===== config.mk =====
export PLATFORM = sky130hd
export DESIGN_NAME = swd_top
export DESIGN_NICKNAME = d
export VERILOG_FILES = /design/src/rtl/swd_pkg.sv /design/src/rtl/swd_filter.sv /design/src/rtl/swd_top.sv
export SDC_FILE = /design/constraint.sdc
export NUM_CORES = 1
export LEC_CHECK = 0
export BUFFER_PORTS_ARGS = -buffer_cell sky130_fd_sc_hd__buf_2
export CAP_MARGIN = 20
export CORE_ASPECT_RATIO = 1.1
export CORE_MARGIN = 3
export CORE_UTILIZATION = 56
export DETAILED_ROUTE_END_ITERATION = 10
export GPL_TIMING_DRIVEN = 0
export PLACE_DENSITY = 0.84
export SLEW_MARGIN = 20
export SYNTH_ARGS = -nofsm -noshare
export SYNTH_HDL_FRONTEND = slang
export SYNTH_HIERARCHICAL = 1
export SYNTH_SLANG_ARGS = --single-unit
export TNS_END_PERCENT = 30

===== constraint.sdc =====
create_clock -name clk -period 2.7 [get_ports clk]
set_input_delay 0.405 -clock clk [delete_from_list [all_inputs] [get_ports clk]]
set_output_delay 0.405 -clock clk [all_outputs]
set_load 0.005 [all_outputs]

===== src/rtl/swd_pkg.sv =====
package swd_pkg;
  // clock and reference tick
  localparam int CLK_PERIOD_NS  = 10;                            // 100 MHz system clock
  localparam int TICK_NS        = 1000;                          // reference tick, 1 us
  localparam int TICK_CYCLES    = TICK_NS / CLK_PERIOD_NS;       // clocks per tick
  // reset hold interval, least time
  localparam int RESET_HOLD_MS    = 140;
  localparam int RESET_HOLD_TICKS = (RESET_HOLD_MS * 1000 * 1000 + TICK_NS - 1) / TICK_NS;
  // watchdog period, typical figure, with its limits
  localparam int WATCHDOG_PERIOD_MIN_MS = 1120;
  localparam int WATCHDOG_PERIOD_MS     = 1600;
  localparam int WATCHDOG_PERIOD_MAX_MS = 3200;
  localparam int WATCHDOG_TICKS         = (WATCHDOG_PERIOD_MS * 1000) / (TICK_NS / 1000);
  // manual input timing
  localparam int MANUAL_PULSE_MIN_NS       = 1000;
  localparam int MANUAL_NOISE_NS           = 100;
  localparam int MANUAL_TO_RESET_DELAY_NS  = 5000;
  localparam int MANUAL_DEBOUNCE_CYCLES    = MANUAL_PULSE_MIN_NS / (2 * CLK_PERIOD_NS);
  localparam int MANUAL_TO_RESET_CYCLES    = MANUAL_TO_RESET_DELAY_NS / CLK_PERIOD_NS;
  // strobe and supply input timing
  localparam int STROBE_PULSE_MIN_NS   = 50;
  localparam int STROBE_FILTER_CYCLES  = STROBE_PULSE_MIN_NS / (2 * CLK_PERIOD_NS);
  localparam int SUPPLY_FILTER_CYCLES  = 1;
  localparam int PULL_SETTLE_CYCLES    = 8;                      // pin path latency guard
  // widths and reset values
  localparam int CNT_W      = 22;
  localparam int SETTLE_W   = 4;
  localparam int TICK_W     = 8;
  localparam int LOWCNT_W   = 12;
  localparam bit SUPPLY_RST = 1'b0;
  localparam bit MANUAL_RST = 1'b1;
  localparam bit STROBE_RST = 1'b0;

  // filtered input levels
  typedef struct packed {
    logic supply_good;
    logic manual_n;
    logic strobe;
  } swd_in_s;

  // sequencing states
  typedef enum logic [1:0] {
    ST_ASSERT = 2'b00,
    ST_HOLD   = 2'b01,
    ST_RUN    = 2'b10
  } swd_state_e;
endpackage


===== src/rtl/swd_filter.sv =====
`timescale 1ns/1ns
module swd_filter #(
  parameter int STABLE    = 1,
  parameter bit RESET_VAL = 1'b0
) (
  // clock and reset
  input  wire logic clk,
  input  wire logic rstn,
  // asynchronous pin and its filtered level
  input  wire logic pin,
  output logic      level
);
  import swd_pkg::*;

  logic              sync1_reg;   // first stage, read only by second
  logic              sync2_reg;   // second stage
  logic [TICK_W-1:0] stab_reg;    // cycles the new level has held

  // two-flop synchroniser
  always_ff @(posedge clk) begin
    if (!rstn) begin
      sync1_reg <= RESET_VAL;
      sync2_reg <= RESET_VAL;
    end else begin
      sync1_reg <= pin;
      sync2_reg <= sync1_reg;
    end
  end

  // accept a new level only after it held STABLE cycles
  always_ff @(posedge clk) begin
    if (!rstn) begin
      stab_reg <= '0;
      level    <= RESET_VAL;
    end else if (sync2_reg == level) begin
      stab_reg <= '0;
    end else if (stab_reg >= TICK_W'(STABLE - 1)) begin
      stab_reg <= '0;
      level    <= sync2_reg;
    end else begin
      stab_reg <= stab_reg + 1'b1;
    end
  end
endmodule


===== src/rtl/swd_top.sv =====
`timescale 1ns/1ns
module swd_top #(
  parameter int HOLD_TICKS = swd_pkg::RESET_HOLD_TICKS,   // hold interval in 1 us ticks
  parameter int WD_TICKS   = swd_pkg::WATCHDOG_TICKS,     // watchdog period in 1 us ticks
  parameter int TICK_DIV   = swd_pkg::TICK_CYCLES         // clocks per reference tick
) (
  // clock and reset
  input  wire logic clk,
  input  wire logic rstn,
  // supply comparator and manual request pins
  input  wire logic supply_good,
  input  wire logic manual_reset_n,
  // watchdog strobe pin, input side and pull driver
  input  wire logic watchdog_strobe_in,
  output logic      strobe_pull_out,
  output logic      strobe_pull_oe_n,
  // reset outputs to the processor
  output logic      reset_n,
  output logic      reset
);
  import swd_pkg::*;

  localparam logic [CNT_W-1:0] HOLD_END  = CNT_W'(HOLD_TICKS);
  localparam logic [CNT_W-1:0] WD_END    = CNT_W'(WD_TICKS);
  localparam logic [CNT_W-1:0] PULL_HIGH = CNT_W'(WD_TICKS - WD_TICKS / 8);
  localparam logic [TICK_W-1:0] TICK_END = TICK_W'(TICK_DIV - 1);

  swd_in_s           in_q;          // filtered pin levels
  swd_state_e        state_reg;     // sequencing state
  swd_state_e        state_next;    // next sequencing state
  logic [TICK_W-1:0] div_reg;       // reference tick divider
  logic              tick_reg;      // one-cycle tick enable
  logic [CNT_W-1:0]  hold_reg;      // hold interval count
  logic [CNT_W-1:0]  wd_reg;        // watchdog period count
  logic              strobe_d_reg;  // strobe level one cycle back
  logic              strobe_edge;   // either edge on the strobe
  logic              wd_expire;     // watchdog ran out
  logic              hold_done;     // hold interval over
  logic              cause;         // supply low or manual held
  logic              pull_val;      // level the pull pattern wants
  logic [SETTLE_W-1:0] settle_reg;  // cycles since pull changed
  logic              ext_reg;       // external driver seen on strobe

  // supply comparator, synchronised
  swd_filter #(.STABLE(SUPPLY_FILTER_CYCLES), .RESET_VAL(SUPPLY_RST)) u_supply (
    .clk   (clk),
    .rstn  (rstn),
    .pin   (supply_good),
    .level (in_q.supply_good)
  );

  // manual request, synchronised and debounced
  swd_filter #(.STABLE(MANUAL_DEBOUNCE_CYCLES), .RESET_VAL(MANUAL_RST)) u_manual (
    .clk   (clk),
    .rstn  (rstn),
    .pin   (manual_reset_n),
    .level (in_q.manual_n)
  );

  // watchdog strobe, synchronised with a short glitch filter
  swd_filter #(.STABLE(STROBE_FILTER_CYCLES), .RESET_VAL(STROBE_RST)) u_strobe (
    .clk   (clk),
    .rstn  (rstn),
    .pin   (watchdog_strobe_in),
    .level (in_q.strobe)
  );

  // free-running reference tick divider
  always_ff @(posedge clk) begin
    if (!rstn) begin
      div_reg  <= '0;
      tick_reg <= 1'b0;
    end else if (div_reg == TICK_END) begin
      div_reg  <= '0;
      tick_reg <= 1'b1;
    end else begin
      div_reg  <= div_reg + 1'b1;
      tick_reg <= 1'b0;
    end
  end

  // strobe edge detector on the filtered level
  always_ff @(posedge clk) begin
    if (!rstn) begin
      strobe_d_reg <= STROBE_RST;
    end else begin
      strobe_d_reg <= in_q.strobe;
    end
  end

  assign strobe_edge = in_q.strobe ^ strobe_d_reg;
  // reset causes: supply below trip or manual input held low
  assign cause       = !in_q.supply_good || !in_q.manual_n;
  assign hold_done   = tick_reg && (hold_reg == HOLD_END);
  assign wd_expire   = tick_reg && (wd_reg == WD_END) && !strobe_edge;

  // next-state decision
  always_comb begin
    state_next = state_reg;
    if (cause) begin
      state_next = ST_ASSERT;
    end else begin
      case (state_reg)
        // causes gone: start the hold interval
        ST_ASSERT: begin
          state_next = ST_HOLD;
        end
        // hold interval running
        ST_HOLD: begin
          if (hold_done) begin
            state_next = ST_RUN;
          end
        end
        // released: watchdog may pull back into hold
        ST_RUN: begin
          if (wd_expire) begin
            state_next = ST_HOLD;
          end
        end
        default: begin
          state_next = ST_ASSERT;
        end
      endcase
    end
  end

  // state register
  always_ff @(posedge clk) begin
    if (!rstn) begin
      state_reg <= ST_ASSERT;
    end else begin
      state_reg <= state_next;
    end
  end

  // reset outputs, registered and always complementary
  always_ff @(posedge clk) begin
    if (!rstn) begin
      reset_n <= 1'b0;
      reset   <= 1'b1;
    end else begin
      reset_n <= (state_next == ST_RUN);
      reset   <= (state_next != ST_RUN);
    end
  end

  // hold interval counter, cleared outside the hold state
  always_ff @(posedge clk) begin
    if (!rstn) begin
      hold_reg <= '0;
    end else if (state_next != ST_HOLD || state_reg != ST_HOLD) begin
      hold_reg <= '0;
    end else if (tick_reg) begin
      hold_reg <= hold_reg + 1'b1;
    end
  end

  // watchdog counter, runs only while reset is released
  always_ff @(posedge clk) begin
    if (!rstn) begin
      wd_reg <= '0;
    end else if (state_reg != ST_RUN || state_next != ST_RUN) begin
      wd_reg <= '0;
    end else if (strobe_edge) begin
      wd_reg <= '0;
    end else if (tick_reg) begin
      wd_reg <= wd_reg + 1'b1;
    end
  end

  // pull pattern: low for 7/8 of the period, high for the last 1/8
  assign pull_val = (wd_reg >= PULL_HIGH);

  // settle guard after every change of the pulled level
  always_ff @(posedge clk) begin
    if (!rstn) begin
      settle_reg <= '0;
    end else if (pull_val != strobe_pull_out) begin
      settle_reg <= '0;
    end else if (settle_reg != SETTLE_W'(PULL_SETTLE_CYCLES)) begin
      settle_reg <= settle_reg + 1'b1;
    end
  end

  // external driver detection: pin disagrees with a settled pull
  always_ff @(posedge clk) begin
    if (!rstn) begin
      ext_reg <= 1'b0;
    end else if (state_reg != ST_RUN) begin
      ext_reg <= 1'b0;                                        // retry pulling after reset
    end else if (!strobe_pull_oe_n && settle_reg == SETTLE_W'(PULL_SETTLE_CYCLES)
                 && in_q.strobe != strobe_pull_out) begin
      ext_reg <= 1'b1;
    end
  end

  // pull driver, released once an external driver is seen, until the next reset
  always_ff @(posedge clk) begin
    if (!rstn) begin
      strobe_pull_out  <= 1'b0;
      strobe_pull_oe_n <= 1'b1;
    end else begin
      strobe_pull_out  <= pull_val;
      strobe_pull_oe_n <= ext_reg;
    end
  end

  // checking helpers: cycles the raw manual pin has been low
  logic [LOWCNT_W-1:0] man_low_cnt;
  always_ff @(posedge clk) begin
    if (!rstn) begin
      man_low_cnt <= '0;
    end else if (manual_reset_n) begin
      man_low_cnt <= '0;
    end else if (man_low_cnt != {LOWCNT_W{1'b1}}) begin
      man_low_cnt <= man_low_cnt + 1'b1;
    end
  end

  // checking helper: ticks spent in reset since the causes went away
  logic [CNT_W-1:0] rel_ticks;
  always_ff @(posedge clk) begin
    if (!rstn) begin
      rel_ticks <= '0;
    end else if (cause || reset_n) begin
      rel_ticks <= '0;                                        // restart on any cause or release
    end else if (tick_reg && rel_ticks != {CNT_W{1'b1}}) begin
      rel_ticks <= rel_ticks + 1'b1;                          // saturate, never wrap
    end
  end
endmodule


### Yosys cells after proc, flatten, opt, wreduce, memory -nomap -nowiden

Cells that the tools add are included.

| word-level totals | value |
|---|---|
| logic and storage cells | 86 |
| flip-flop bits (word level) | 98 |
| output and inout bits | 4 |
| input bits | 5 |

| cells by class | value |
|---|---|
| reduce and logical (&&, ||, !) cells | 24 |
| add/sub/neg operators | 7 |
| order comparisons | 4 |
| bitwise operators | 5 |
| multiplexer cells | 5 |
| eq/ne operators | 17 |

Operator list:

| cell | count |
|---|---|
| $add A22 B1 Y22 const B | 2 |
| $add A8 B1 Y8 const B | 4 |
| $eq A22 B18 Y1 const B | 1 |
| $eq A22 B21 Y1 const B | 1 |
| $ge A22 B21 Y1 const B | 1 |
| $ge A8 B1 Y1 const B | 2 |
| $reduce_or A3 Y1 | 4 |
| $eq A8 B7 Y1 const B | 1 |
| $ge A8 B6 Y1 const B | 1 |
| $reduce_or A2 Y1 | 4 |
| $mux W2 | 3 |
| $pmux W2 S3 | 1 |
| $reduce_and A2 Y1 | 3 |
| $logic_and A1 B1 Y1 | 5 |
| $add A4 B1 Y4 const B | 1 |
| $eq A2 B2 Y1 const B | 2 |
| $eq A4 B4 Y1 const B | 1 |
| $logic_not A1 Y1 | 4 |
| $ne A2 B1 Y1 const B | 2 |
| $ne A2 B2 Y1 const B | 2 |
| $ne A4 B4 Y1 const B | 1 |
| $not A1 Y1 | 4 |
| $eq A1 B1 Y1 | 3 |
| $logic_or A1 B1 Y1 | 3 |
| 5 further kinds | 6 |

### Depth between registers and ports, before layout

| depth | value |
|---|---|
| depth in word-level cells | 9 |
| mapped depth | 7 |
| mapped depth without buffers | 6 |

### Modules after synthesis

Netlist, hierarchy kept.

By module, submodules not included:

| module | area each (um^2) | times used | sequential area each (um^2) | cells each |
|---|---|---|---|---|
| swd_top | 2954.1 | 1 | 1301.2 | 334 |
| swd_filter (u_manual) | 464.2 | 1 | 220.2 | 44 |
| swd_filter (u_strobe) | 384.1 | 1 | 220.2 | 31 |
| swd_filter (u_supply) | 78.8 | 1 | 60.1 | 6 |

### Worst setup path before layout

No wires, ideal clock.

| timing | value |
|---|---|
| path type | register to register |
| start point | register wd_reg[15] |
| end point | register reset_n |
| buffers on the path | 1 |
| slack | 1053 ps |
| stages on the path, launching flop included | 7 |
| required time | 2581 ps |
| setup time | 119 ps |
| arrival time | 1528 ps |
| clock period less this slack | 1647 ps |
| cells stage by stage | dfxtp_1 -> buf_2 -> nor4_2 -> nand4_1 -> o41a_1 -> or2_1 -> nor2b_1 |

| between the ends | value |
|---|---|
| word-level cells in the longest chain between the ends | 7 |

RTL lines:

| element | line | source |
|---|---|---|
| from (decl) | swd_top.sv:34 | `logic [CNT_W-1:0] wd_reg;` |
| from (signal assigned) | swd_top.sv:167 | `wd_reg <= wd_reg + 1'b1;` |
| $eq A22 B21 Y1 | swd_top.sv:95 | `assign wd_expire = tick_reg && (wd_reg == WD_END) && !strobe_edge;` |
| $logic_and A1 B1 Y1 (2 in a row) | swd_top.sv:95 |  |
| $mux W2 | swd_top.sv:116 | `if (wd_expire) begin` |
| $pmux W2 S3 | swd_top.sv:103 | `case (state_reg)` |
| $mux W2 | swd_top.sv:100 | `if (cause) begin` |
| $eq A2 B2 Y1 | swd_top.sv:142 | `reset_n <= (state_next == ST_RUN);` |
| to (signal assigned) | swd_top.sv:142 |  |
| to (decl) | swd_top.sv:18 | `output logic reset_n,` |

No other way between the ends.
A chain may end at the register's enable or synchronous reset.

### Worst setup path after layout

| timing | value |
|---|---|
| start point | register hold_reg[16] |
| end point | register hold_reg[20] |

| between the ends | value |
|---|---|
| word-level cells in the longest chain between the ends | 8 |
| elaborated cells between the ends (all ways) | 9 |
| classes of those cells | 1 x add/sub; 2 x eq/ne; 3 x mux; 3 x reduce/logical |

RTL lines:

| element | line | source |
|---|---|---|
| from (decl) | swd_top.sv:33 | `logic [CNT_W-1:0] hold_reg;` |
| from (signal assigned) | swd_top.sv:154 | `hold_reg <= hold_reg + 1'b1;` |
| $eq A22 B18 Y1 | swd_top.sv:94 | `assign hold_done = tick_reg && (hold_reg == HOLD_END);` |
| $logic_and A1 B1 Y1 | swd_top.sv:94 |  |
| $mux W2 | swd_top.sv:110 | `if (hold_done) begin` |
| $pmux W2 S3 | swd_top.sv:103 |  |
| $mux W2 | swd_top.sv:100 |  |
| $ne A2 B1 Y1 | swd_top.sv:151 | `end else if (state_next != ST_HOLD \|\| state_reg != ST_HOLD) begin` |
| $logic_or A1 B1 Y1 | swd_top.sv:151 |  |
| $reduce_or A2 Y1 (no source line) | - |  |

Several ways; a longest one is shown, not always the timed one.

==> out/metrics.cfg <==
[synth]
syn_area_per_cell_sq_um = 9.352
ys_dominant_reg_cell = sky130_fd_sc_hd__dfxtp_1
synthCells = 415
yosys_register_bits = 90
yosysUniqueCellTypes = 47
synth_edf_count = 0
synthesis.yosys.warnings = 6
synth.yosys.seq_area_share_pct = 46.42
async_flop_share_pct = 0
synthesis.area_sq_um = 3881

[routing]
routed-via-count = 2811
detailedRoute.firstIterationViolations = 94
drtPass1Iterations = 4
drtAntennaViolNets = 0
routed_wl_um = 6842
vias_per_cell = 5.344
routed_wire_length_per_instance_um = 13.01
detail_route.drc_violations = 0

[pwr]
power_density_nw_per_um2 = 569.3
vdd.ir_drop.worst_mv = 0.4027
leakagePower_nw = 1.483

[global_route]
global_route_overflow = 0
largest_net_degree_at_the_start_of_global_routing = 21
grt_util_all_layers_pct = 18.72
number_of_global_route_vias_before_repair = 2923
global_route_wire_length_before_repair_um = 12060
antenna_violations_before_repair = 0

[setup_path]
timing.critical_path.from_type = register
reg2regPathDepth = 6
setup.worst_path.end_class = register
critical_path_peak_fanout = 10
crit_start = hold_reg[16]$_SDFFE_PP0P_
cp_data_required_time_ns = 2.94
critical_path_class = reg -> reg
reg2reg_from = hold_reg[16]$_SDFFE_PP0P_
worst_ep_arrival_time_ns = 2.27

[min_path]
holdPathStages = 2
worst_hold_path_type = in -> reg
holdCritStartpoint = manual_reset_n

[sta]
final.period_utilization_pct = 75.31
setup_viol_count_final = 0
timing.setup.tns_ns = 0
layout_min_cycle_time_ns = 2.033
final_hold_viol_count = 0
timing_max_transition_violations_final = 0
fmaxAchievable_mhz = 491.8
timing.slew.headroom_pct = 52.43
worst_slew_pin_slew_ns = 0.7070
worst_clock_skew_ns = 0.009646
grt_setup_unrepaired = no

[clock_tree]
postCtsResizedCells = 0
insertion_delay_ns = 0.35
cts-htree-levels = 3
cts.root.buffer_cell = sky130_fd_sc_hd__clkbuf_8
cts_made_buffers = 9
post_cts.repair.setup_buffers = 0
worst_setup_hold_path_clk_slew_ns = 0.09
ctsLongestPathBuffers = 2
holdBufCountCts = 0
cts_sinks = 90
cts_tree = built

[status]
run_status = completed

[placed_design]
port_buffers = 8
finalWeightedCongestion = 0.8456
placedInstanceArea_sq_um = 4043
place.detailed.hpwl_um = 4694

[floorplanning]
floorplan.initialDensity_pct = 58.18
die_w_um = 85.38
ioPinCount = 9
placement_rows = 31
die_y_um = 93.32
die-area_sq_um = 7967
core_area_sq_um = 6671

[finish]
fill_cells = 568
antenna_cells = 0
nNetsFinal = 457
post-route-cell-area_sq_um = 4269
sequential_cell_area_sq_um = 1802
multi_input_area_sq_um = 1986
most_common_cell_after_layout_fill_and_taps_aside = sky130_fd_sc_hd__dfxtp_1
layout-drive-gt1-share_pct = 10.14
areaGrowthSynthToFinish_pct = 9.993
layout.cells.most_common_list = sky130_fd_sc_hd__dfxtp_1 (90), sky130_fd_sc_hd__nor2_1 (78), sky130_fd_sc_hd__xor2_1 (30), sky130_fd_sc_hd__xnor2_1 (29), sky130_fd_sc_hd__nand2_1 (26)

[flow_run]
timing.max_cap.violations = 0

-- logic make-up (layout without fill, tap and decap cells) --
logic type	after synthesis	count (layout)	synth area share [%]
buffers and inverters	25	49	2.901
muxes	2	2	0.5158
other	2	7	0.1935
and+or+nand+nor	204	204	28.27
DFF	90	90	46.42
xor gates and xnor gates	59	59	13.31
AOI/OAI and AO/OA	20	20	4.191
adders and majority gates	13	13	4.191
-- report_power, final --
part           switching (mW)  internal [mW]
logic                  0.0268         0.0235
clock network           0.469          0.548
registers              0.0157           1.35
total                   0.511           1.92
-- metal layers --
| metal | global-route usage [%] | wire length (um) | vias to the layer above |
|---|---|---|---|
| li1 | - | - | 1428 |
| met1 | 21.96 | 3028 | 1328 |
| met2 | 32.19 | 3426 | 42 |
| met3 | 4.758 | 269 | 13 |
| met4 | 8.047 | 116 | 0 |
| met5 | 0 | 0 | - |
-- path summary, 6_finish.rpt --
path                                         to  slack [ns]
setup / recovery      hold_reg[20]$_SDFFE_PP0P_        0.67
hold reg to reg   u_supply/sync2_reg$_SDFF_PN0_        0.44
setup reg to reg      hold_reg[20]$_SDFFE_PP0P_        0.67
hold / removal    u_manual/sync1_reg$_SDFF_PN1_        0.23
-- worst max-delay path, cell delays in order (launching register included) --
cell	delay, ns
sky130_fd_sc_hd__dfxtp_1	0.36
sky130_fd_sc_hd__nor4b_1	0.47
sky130_fd_sc_hd__nand4b_1	0.17
sky130_fd_sc_hd__nor3_1	0.36
sky130_fd_sc_hd__or4b_1	0.24
sky130_fd_sc_hd__buf_2	0.25
sky130_fd_sc_hd__nor2_1	0.08
-- stage by stage --
| step | hold WS, ns | utilization, % | std cells | power [mW] | setup WS [ns] |
|---|---|---|---|---|---|
| 2_1_floorplan | 0.3863 | - | 420 | 1.427 | 1.053 |
| 3_3_place_gp | 0.4004 | 60.60 | 510 | 1.440 | 0.7272 |
| 3_5_place_dp | 0.4117 | 60.60 | 510 | 1.444 | 0.6703 |
| 4_1_cts | 0.2106 | 63.99 | 526 | 2.453 | 0.6480 |
| 5_1_grt | 0.2167 | 63.99 | 526 | 2.515 | 0.4850 |
| 6_report | 0.2329 | 63.99 | 526 | 2.430 | 0.6665 |
-- area by class of cell --
cell class              instances  share of cell area, %
well taps                      82                  2.403
flip-flops and latches         90                  42.20
multi-input cells             305                  46.51
clock inverters                 6                  2.081
clock buffers                  10                  3.224
inverters                      18                  1.583
plain buffers                   7                  1.055
repair buffers                  8                 0.9379
-- synth_stat cells, types with 2 or more instances --
cell	count	area, sq um
sky130_fd_sc_hd__a211o_1	2	17.52
sky130_fd_sc_hd__xnor2_1	29	254.0
sky130_fd_sc_hd__nor2_1	78	292.8
sky130_fd_sc_hd__nand2b_1	4	25.02
sky130_fd_sc_hd__and3_1	5	31.28
sky130_fd_sc_hd__xor2_1	30	262.8
sky130_fd_sc_hd__nor3_2	2	20.02
sky130_fd_sc_hd__nor4_1	5	31.28
sky130_fd_sc_hd__mux2i_1	2	20.02
sky130_fd_sc_hd__ha_1	13	162.7
sky130_fd_sc_hd__o211ai_1	2	15.01
sky130_fd_sc_hd__nor2b_1	2	12.51
sky130_fd_sc_hd__o21ai_0	4	20.02
sky130_fd_sc_hd__buf_6	2	22.52
sky130_fd_sc_hd__o21a_1	3	22.52
sky130_fd_sc_hd__nor4_4	2	42.54
sky130_fd_sc_hd__nand4_1	19	118.9
sky130_fd_sc_hd__inv_1	18	67.56
sky130_fd_sc_hd__nor3_1	12	60.06
sky130_fd_sc_hd__conb_1	2	7.510
sky130_fd_sc_hd__a21oi_1	4	20.02
sky130_fd_sc_hd__nand3_1	18	90.09
sky130_fd_sc_hd__or3_1	3	18.77
sky130_fd_sc_hd__and2_1	9	56.30
sky130_fd_sc_hd__nand2_1	26	97.59
sky130_fd_sc_hd__and4_1	2	17.52
sky130_fd_sc_hd__buf_2	3	15.01
sky130_fd_sc_hd__nor4b_1	3	26.28
sky130_fd_sc_hd__clkbuf_1	2	7.510
sky130_fd_sc_hd__dfxtp_1	90	1802
sky130_fd_sc_hd__nor4b_4	2	47.55
sky130_fd_sc_hd__nor2_2	2	12.51
Power figures use the tool's default switching activity.
